==> config.mk <==
export PLATFORM = sky130hd
export DESIGN_NAME = ccie_top
export DESIGN_NICKNAME = d
export VERILOG_FILES = /design/src/design/ccie_pkg.sv /design/src/design/ccie_channel_enable.sv /design/src/design/ccie_top.sv
export SDC_FILE = /design/constraint.sdc
export NUM_CORES = 1
export LEC_CHECK = 0
export CORE_MARGIN = 2
export CORE_UTILIZATION = 50
export CTS_CLUSTER_DIAMETER = 60
export DETAILED_ROUTE_END_ITERATION = 10
export DONT_BUFFER_PORTS = 1
export PLACE_DENSITY_LB_ADDON = 0.12
export SLEW_MARGIN = 30
export SYNTH_ARGS = -nofsm -noshare
export SYNTH_HDL_FRONTEND = slang
export SYNTH_SLANG_ARGS = --single-unit
==> constraint.sdc <==
create_clock -name sys_clk -period 0.99 [get_ports sys_clk]
set_clock_uncertainty 0.15 [all_clocks]
set_input_delay 0.0495 -clock sys_clk [delete_from_list [all_inputs] [get_ports sys_clk]]
set_output_delay 0.0495 -clock sys_clk [all_outputs]
set_load 0.02 [all_outputs]
==> src/design/ccie_pkg.sv <==
// package for the per-channel CAN interrupt enable block
// assumes an 8-bit host bus with byte-wide register offsets
package ccie_pkg;

    localparam int          CCIE_CHANNELS      = 4;
    localparam int          CCIE_FIELD_W       = 2;
    localparam int          CCIE_ADDR_W        = 4;
    localparam int          CCIE_DATA_W        = 8;

    // offsets of channel_irq_enable_control and of the read-only pending register
    localparam logic [3:0]  CCIE_OFF_ENABLE    = 4'h7;
    localparam logic [3:0]  CCIE_OFF_PENDING   = 4'h8;

    // write command codes and read state codes of a channel field
    localparam logic [1:0]  CCIE_CMD_CLEAR     = 2'h2;
    localparam logic [1:0]  CCIE_CMD_SET       = 2'h3;
    localparam logic [1:0]  CCIE_STATE_ON      = 2'h1;
    localparam logic [1:0]  CCIE_STATE_OFF     = 2'h0;

    localparam logic [3:0]  CCIE_ENABLE_RESET  = 4'h0;
    localparam logic [7:0]  CCIE_READ_UNMAPPED = 8'h00;

    // divider value that software programs into each controller
    localparam logic [7:0]  CCIE_DIV_LEGACY    = 8'h07;
    localparam logic [7:0]  CCIE_DIV_EXTENDED  = 8'h87;

    typedef struct packed {
        logic             wrStb;
        logic             rdStb;
        logic [3:0]       addr;
        logic [7:0]       wrData;
    } ccie_bus_req_t;

    typedef struct packed {
        logic             rdValid;
        logic [7:0]       rdData;
    } ccie_bus_rsp_t;

endpackage

==> src/design/ccie_channel_enable.sv <==
// one channel's enable flip-flop, decoded from its two-bit command field
// assumes the write strobe is a single-cycle pulse on sys_clk
`timescale 1ns/1ps
module ccie_channel_enable
    import ccie_pkg::*;
(
    // clock and reset
    input  wire logic       sys_clk,
    input  wire logic       sys_rst,
    // command
    input  wire logic       wrEnable,
    input  wire logic [1:0] cmdField,
    // state
    output logic            enableReg
);

    always_ff @(posedge sys_clk or posedge sys_rst)
    begin
        if (sys_rst)
            enableReg <= CCIE_ENABLE_RESET[0];
        else if (wrEnable && cmdField == CCIE_CMD_SET)
            enableReg <= 1'b1;
        else if (wrEnable && cmdField == CCIE_CMD_CLEAR)
            enableReg <= 1'b0;
        // other codes leave the enable as it is
    end

endmodule

==> src/design/ccie_top.sv <==
// per-channel interrupt enable and pending registers for four CAN controllers
// assumes single-cycle host strobes on sys_clk and raw controller request pins
`timescale 1ns/1ps
module ccie_top
    import ccie_pkg::*;
(
    // clock and reset
    input  wire logic          sys_clk,
    input  wire logic          sys_rst,
    // host register port
    input  wire ccie_bus_req_t busReq,
    output ccie_bus_rsp_t      busRsp,
    // controller interrupt requests, active high after board inversion
    input  wire logic [3:0]    canIrqPin,
    // host interrupt line
    output logic               hostIrq
);

    logic [3:0] irqSync1Reg;
    logic [3:0] irqSync2Reg;
    logic [3:0] enableState;
    logic       wrEnableHit;

    // requests come from other chips, so synchronise before use
    always_ff @(posedge sys_clk or posedge sys_rst)
    begin
        if (sys_rst)
        begin
            irqSync1Reg <= 4'h0;
            irqSync2Reg <= 4'h0;
        end
        else
        begin
            irqSync1Reg <= canIrqPin;
            irqSync2Reg <= irqSync1Reg;
        end
    end

    // writes to any other offset, the read-only pending one included, are dropped
    assign wrEnableHit = busReq.wrStb && busReq.addr == CCIE_OFF_ENABLE;

    genvar ch;
    generate
        for (ch = 0; ch < CCIE_CHANNELS; ch++)
        begin : g_chan
            ccie_channel_enable u_en (
                .sys_clk   (sys_clk),
                .sys_rst   (sys_rst),
                .wrEnable  (wrEnableHit),
                .cmdField  (busReq.wrData[ch*CCIE_FIELD_W +: CCIE_FIELD_W]),
                .enableReg (enableState[ch])
            );
        end
    endgenerate

    // read data registered one cycle after the strobe
    always_ff @(posedge sys_clk or posedge sys_rst)
    begin
        if (sys_rst)
        begin
            busRsp.rdValid <= 1'b0;
            busRsp.rdData  <= CCIE_READ_UNMAPPED;
        end
        else
        begin
            busRsp.rdValid <= busReq.rdStb;
            if (busReq.rdStb)
            begin
                case (busReq.addr)
                    CCIE_OFF_ENABLE:
                        for (int i = 0; i < CCIE_CHANNELS; i++)
                            busRsp.rdData[i*CCIE_FIELD_W +: CCIE_FIELD_W] <=
                                enableState[i] ? CCIE_STATE_ON : CCIE_STATE_OFF;
                    CCIE_OFF_PENDING:
                        busRsp.rdData <= {4'h0, irqSync2Reg};
                    default:
                        busRsp.rdData <= CCIE_READ_UNMAPPED;
                endcase
            end
        end
    end

    // a disabled channel can never reach the line
    always_ff @(posedge sys_clk or posedge sys_rst)
    begin
        if (sys_rst)
            hostIrq <= 1'b0;
        else
            hostIrq <= |(irqSync2Reg & enableState);
    end

    // is software's duty; constants CCIE_DIV_* name the values it must use.

    a_set_enable: assert property (@(posedge sys_clk) disable iff (sys_rst)
        wrEnableHit && busReq.wrData[1:0] == CCIE_CMD_SET |=> enableState[0])
        else $error("channel one enable not set");

    a_clear_enable: assert property (@(posedge sys_clk) disable iff (sys_rst)
        wrEnableHit && busReq.wrData[7:6] == CCIE_CMD_CLEAR |=> !enableState[3])
        else $error("channel four enable not cleared");

    a_ignore_cmd: assert property (@(posedge sys_clk) disable iff (sys_rst)
        wrEnableHit && !busReq.wrData[3] |=> $stable(enableState[1]))
        else $error("ignored command changed channel two");

    a_read_enable: assert property (@(posedge sys_clk) disable iff (sys_rst)
        busReq.rdStb && busReq.addr == CCIE_OFF_ENABLE |=>
        busRsp.rdValid && busRsp.rdData == {1'b0, $past(enableState[3]),
        1'b0, $past(enableState[2]), 1'b0, $past(enableState[1]),
        1'b0, $past(enableState[0])})
        else $error("enable read data wrong");

    a_field_place: assert property (@(posedge sys_clk) disable iff (sys_rst)
        wrEnableHit && busReq.wrData[5:4] == CCIE_CMD_SET |=> enableState[2])
        else $error("channel three field misplaced");

    a_pending_read: assert property (@(posedge sys_clk) disable iff (sys_rst)
        busReq.rdStb && busReq.addr == CCIE_OFF_PENDING |=>
        busRsp.rdData == {4'h0, $past(canIrqPin, 3)})
        else $error("pending read wrong");

    a_irq_gate: assert property (@(posedge sys_clk) disable iff (sys_rst)
        ##1 hostIrq == |($past(irqSync2Reg) & $past(enableState)))
        else $error("host interrupt not gated by enables");

    a_irq_masked: assert property (@(posedge sys_clk) disable iff (sys_rst)
        enableState == 4'h0 ##1 enableState == 4'h0 |-> !hostIrq)
        else $error("interrupt with all channels disabled");

    // each field decodes on its own, so every channel is watched separately
    a_set_chan_two: assert property (@(posedge sys_clk) disable iff (sys_rst)
        wrEnableHit && busReq.wrData[3:2] == CCIE_CMD_SET |=> enableState[1])
        else $error("channel two enable not set");

    a_set_chan_four: assert property (@(posedge sys_clk) disable iff (sys_rst)
        wrEnableHit && busReq.wrData[7:6] == CCIE_CMD_SET |=> enableState[3])
        else $error("channel four enable not set");

    a_clear_chan_one: assert property (@(posedge sys_clk) disable iff (sys_rst)
        wrEnableHit && busReq.wrData[1:0] == CCIE_CMD_CLEAR |=> !enableState[0])
        else $error("channel one enable not cleared");

    a_clear_chan_two: assert property (@(posedge sys_clk) disable iff (sys_rst)
        wrEnableHit && busReq.wrData[3:2] == CCIE_CMD_CLEAR |=> !enableState[1])
        else $error("channel two enable not cleared");

    a_clear_chan_three: assert property (@(posedge sys_clk) disable iff (sys_rst)
        wrEnableHit && busReq.wrData[5:4] == CCIE_CMD_CLEAR |=> !enableState[2])
        else $error("channel three enable not cleared");

    a_ignore_chan_one: assert property (@(posedge sys_clk) disable iff (sys_rst)
        wrEnableHit && !busReq.wrData[1] |=> $stable(enableState[0]))
        else $error("ignored command changed channel one");

    a_ignore_chan_three: assert property (@(posedge sys_clk) disable iff (sys_rst)
        wrEnableHit && !busReq.wrData[5] |=> $stable(enableState[2]))
        else $error("ignored command changed channel three");

    a_ignore_chan_four: assert property (@(posedge sys_clk) disable iff (sys_rst)
        wrEnableHit && !busReq.wrData[7] |=> $stable(enableState[3]))
        else $error("ignored command changed channel four");

    // enables move only on a write that hits their own register
    a_hold_no_write: assert property (@(posedge sys_clk) disable iff (sys_rst)
        !wrEnableHit |=> $stable(enableState))
        else $error("enable changed without a write");

    a_offset_write_ignored: assert property (@(posedge sys_clk) disable iff (sys_rst)
        busReq.wrStb && busReq.addr != CCIE_OFF_ENABLE |=> $stable(enableState))
        else $error("write to another offset changed an enable");

    a_read_valid: assert property (@(posedge sys_clk) disable iff (sys_rst)
        ##1 busRsp.rdValid == $past(busReq.rdStb))
        else $error("read valid not one cycle after strobe");

    a_read_hold: assert property (@(posedge sys_clk) disable iff (sys_rst)
        !busReq.rdStb |=> $stable(busRsp.rdData))
        else $error("read data moved without a read");

    a_unmapped_read: assert property (@(posedge sys_clk) disable iff (sys_rst)
        busReq.rdStb && busReq.addr != CCIE_OFF_ENABLE && busReq.addr != CCIE_OFF_PENDING
        |=> busRsp.rdData == CCIE_READ_UNMAPPED)
        else $error("unmapped read not zero");

    a_read_on_state: assert property (@(posedge sys_clk) disable iff (sys_rst)
        busReq.rdStb && busReq.addr == CCIE_OFF_ENABLE && enableState[0] |=>
        busRsp.rdData[1:0] == CCIE_STATE_ON)
        else $error("enabled channel one reads wrong");

    a_read_off_state: assert property (@(posedge sys_clk) disable iff (sys_rst)
        busReq.rdStb && busReq.addr == CCIE_OFF_ENABLE && !enableState[3] |=>
        busRsp.rdData[7:6] == CCIE_STATE_OFF)
        else $error("disabled channel four reads wrong");

    a_pending_reserved: assert property (@(posedge sys_clk) disable iff (sys_rst)
        busReq.rdStb && busReq.addr == CCIE_OFF_PENDING |=> busRsp.rdData[7:4] == 4'h0)
        else $error("pending reserved bits not zero");

    a_irq_needs_enable: assert property (@(posedge sys_clk) disable iff (sys_rst)
        hostIrq |-> $past(enableState) != 4'h0)
        else $error("host interrupt with no channel enabled");

    // a request that stays enabled reaches the line three edges after the pin
    a_irq_latency: assert property (@(posedge sys_clk) disable iff (sys_rst)
        $rose(canIrqPin[0]) ##2 (enableState[0] && irqSync2Reg[0]) |=> hostIrq)
        else $error("channel one request did not reach the line");

    a_reset_quiet: assert property (@(posedge sys_clk)
        $fell(sys_rst) |-> !hostIrq && !busRsp.rdValid && enableState == 4'h0)
        else $error("outputs not quiet after reset");

    c_enable_write: cover property (@(posedge sys_clk) disable iff (sys_rst)
        wrEnableHit ##1 enableState == 4'hF);
    c_irq_raise: cover property (@(posedge sys_clk) disable iff (sys_rst)
        !hostIrq ##1 hostIrq);
    c_pending_read: cover property (@(posedge sys_clk) disable iff (sys_rst)
        busReq.rdStb && busReq.addr == CCIE_OFF_PENDING && irqSync2Reg != 4'h0);
    c_clear_write: cover property (@(posedge sys_clk) disable iff (sys_rst)
        wrEnableHit && busReq.wrData[1:0] == CCIE_CMD_CLEAR ##1 !enableState[0]);
    c_irq_fall: cover property (@(posedge sys_clk) disable iff (sys_rst)
        hostIrq ##1 !hostIrq);

endmodule

==> metrics.md <==
| Metric | Value |
|---|---|
| Accumulated negative setup slack | `-681.8 ps` |
| RePlAce Congestion | `0.7305` |
| Internal Power | `1.443 mW` |
| First-pass GRT wire length | `2.525 mm` |
| Min Tclk post-route | `1069 ps` |
| Startpoint type of the worst setup path | `flop` |
| Total of warnings raised by yosys | `0` |
| Number of port buffers | `0` |
| Number of hold violations in the final report | `6` |
| Clock root buffer | `sky130_fd_sc_hd__clkbuf_4` |
| Vias in the first global route | `568` |
| Part of the total power dissipated in the clock network | `0.360` |
| Setup slack of the most critical reg-to-reg path | `-80 ps` |
| Layout cells sized above 1 | `0.4000` |
| Starting utilization of the core area | `0.5544` |
| Number of synthesized register bits | `20` |
| Floorplan core area | `0.001334 mm²` |
| Final core area utilization | `0.8330` |
| Sequential group share of total power | `0.513` |
| Global route overflow | `0` |
| Final-report max-slew violation count | `0` |
| Final HPWL DP | `970.4 µm` |
| Total power per unit cell area | `1664 mW/mm²` |
| ANT nets after route | `0` |
| Most Used Layer, Global Route | `met2` |
| Reported max-cap violation count | `0` |
| Worst hold margin | `-165.8 ps` |
| Area of combinational cells with multiple inputs | `240.2 µm²` |
| Post-synth top area cell | `sky130_fd_sc_hd__dfrtp_1` |
| Required time of the worst setup path | `1030 ps` |
| Die Y-Extent | `42.46 µm` |
| Average footprint of a synthesized cell | `15.09 µm²` |
| Antenna violations before repair | `0` |
| Met2 track demand over resource in global routing | `0.3323` |
| Deepest level of the CTS H-tree | `1` |
| Pre-antenna DRT Iters | `2` |
| Count of flip-flops with a built-in enable after synthesis | `0` |
| Clock network latency to the later pin of the worst-skew pair | `290 ps` |
| Switching portion of total power | `0.2197` |
| Leading cell types by count after synthesis | `sky130_fd_sc_hd__dfrtp_1, sky130_fd_sc_hd__a22o_1, sky130_fd_sc_hd__mux2_4` |
| Detailed Route WL | `1.475 mm` |
| Capture point of the critical path | `busRsp[0]` |
| Ys async rst share | `1.000` |
| Leakage power summed over all cells | `0.5263 nW` |
| Post-CTS clock slew at the launch and capture registers of the worst setup and hold paths | `120 ps` |
| Number of fill cells in the layout | `71` |
| Run status | `finished, violations left` |
| Maximum number of pins on one net before global-route repair | `21` |
| TritonCTS clock tree | `built` |
| Clk sink count | `20` |
| # hold bufs at CTS | `15` |
| Die footprint | `0.001802 mm²` |
| Routed wire length per instance | `15.53 µm` |
| Peak VDD IR | `0.001201 V` |
| Ys flop type | `sky130_fd_sc_hd__dfrtp_1` |
| Combinational share of power | `0.127` |
| Capturing element type of the critical path | `flop` |
| Number of diodes | `0` |
| Row count | `13` |
| Critical path fanouts, max | `2` |
| Combined global-route utilization of all metal layers | `0.1901` |
| Footprint of the flip-flops and latches | `503.0 µm²` |
| Post-detailed-route via-to-cell ratio | `5.368` |
| Violations in the final reports | `negative hold slack, negative setup slack` |
| Final count of negative-setup-slack endpoints | `13` |
| First-iteration detailed-routing DRC count | `1` |
| Worst reg2reg path startpoint | `g_chan[0].u_en.enableReg` |
| Worst-case reg-to-reg path depth | `2` |
| Crit path from | `g_chan[0].u_en.enableReg` |
| Worst-case setup slack after placement | `-183.3 ps` |
| RSZ-0062 raised after global routing | `yes` |
| Sequential element share of the synthesized area | `0.6768` |
| Switching power | `406.2 µW` |
| # nets final | `101` |
| Tightest Hold Check Type | `input pin to flop` |
| Count of cell types in the netlist | `17` |
| Remaining DRCs | `0` |
| Met1 track demand over resource in global routing | `0.2392` |
| Total I/O pin count | `30` |
| TritonCTS Buffers | `3` |
| Via count of the routed design | `510` |
| Share of the clock period used by the worst path | `1.080` |
| Reg2Reg Capture Point | `busRsp[0]` |
| Leading cell type by number of instances after synthesis | `sky130_fd_sc_hd__dfrtp_1` |
| Syn-to-layout area delta | `50.25%` |
| Crit path arrival time | `1110 ps` |
| Worst Path Class, Setup | `flop to flop` |
| Max Freq | `935.3 MHz` |
| Setup slack of the critical path after layout | `-79.17 ps` |
| Cell count after synthesis | `49` |
| Met3 GRT Util | `0.04741` |
| Number of buffers on the longest clock path | `2` |
| Die Span X | `42.46 µm` |
| Share of the synthesized area in the top cell type | `0.6768` |
| Largest cells by area after synthesis | `sky130_fd_sc_hd__dfrtp_1, sky130_fd_sc_hd__mux2_4, sky130_fd_sc_hd__a22o_1` |
| Post-Syn Area | `739.5 µm²` |
-- metal layers --
metal	part of all wire	vias up
li1	-	233
met1	0.43	252
met2	0.49	25
met3	0.077	0
met4	0	0
met5	0	-
-- state kept, by name (all words and copies together) (netlist names) --
name                   cells
hostIrq                    1
irqSync2Reg                4
irqSync1Reg                4
g_chan.u_en.enableReg      4
busRsp                     7
-- cells in the final DEF (no fill, tap or decap), drive strengths merged --
cell	synthesis	routed
a221o	2	2
a22o	4	4
a22oi	2	2
and2	1	1
and3	2	2
and4b	1	1
buf	3	14
bufinv	0	1
clkbuf	0	3
conb	1	2
dfrtp	20	20
dlygate4sd3	0	15
inv	2	2
mux2	4	4
nand2	1	1
nand3	4	4
nand3b	1	1
nor3	1	1
-- metrics by stage --
step           area [µm²]  power [mW]  hold WS, ps  std cells
2_1_floorplan       772.0       1.064       -136.8         50
3_3_place_gp        839.6       1.112       -186.1         72
3_5_place_dp        839.6       1.125       -163.4         72
4_1_cts              1104       1.849       -177.5         95
5_1_grt              1111       1.916       -174.7         95
6_report             1111       1.849       -165.8         95
-- logic make-up after synthesis --
logic type / synth area share
DFF: 0.6768
and+or+nand+nor: 0.09644
AOI/OAI and AO/OA: 0.09474
buffers and inverters: 0.04568
muxes: 0.08122
other: 0.005071
-- power by group through the flow --
stage	Combinational, mW	Clock (mW)	Sequential [mW]
floorplan	0.106	0	0.958
global placement	0.156	0	0.956
detailed placement	0.163	0	0.962
CTS	0.233	0.668	0.948
global route	0.252	0.706	0.959
finish	0.235	0.665	0.949
-- critical path, stage by stage, from the launching register on --
cell	delay (ps)
sky130_fd_sc_hd__dfrtp_1	400
sky130_fd_sc_hd__and3_4	170
sky130_fd_sc_hd__a221o_1	250
-- worst min path at each step --
stage	startpoint	end	depth (start not counted)
after floorplan	sys_rst	busRsp[1]	1
after global placement	sys_rst	irqSync1Reg[3]	2
after detailed placement	sys_rst	irqSync1Reg[0]	2
after CTS	busReq[13]	g_chan[3].u_en.enableReg	2
after global routing	busReq[13]	g_chan[1].u_en.enableReg	2
final	busReq[13]	g_chan[0].u_en.enableReg	2
-- repair_timing --
item,CTS,global route
endpoints found under the hold margin,35,8
setup buffers,4,0
gates resized for setup,8,2
pin swaps,4,0
setup endpoints to repair,11,16
-- final cells by class --
| type | count | area share |
|---|---|---|
| clock inverters | 1 | 0.02703 |
| repair buffers | 29 | 0.2601 |
| well taps | 15 | 0.01689 |
| inverters | 2 | 0.006757 |
| clock buffers | 3 | 0.02027 |
| multi-input cells | 25 | 0.2162 |
| flip-flops and latches | 20 | 0.4527 |
Power figures use the tool's default switching activity.
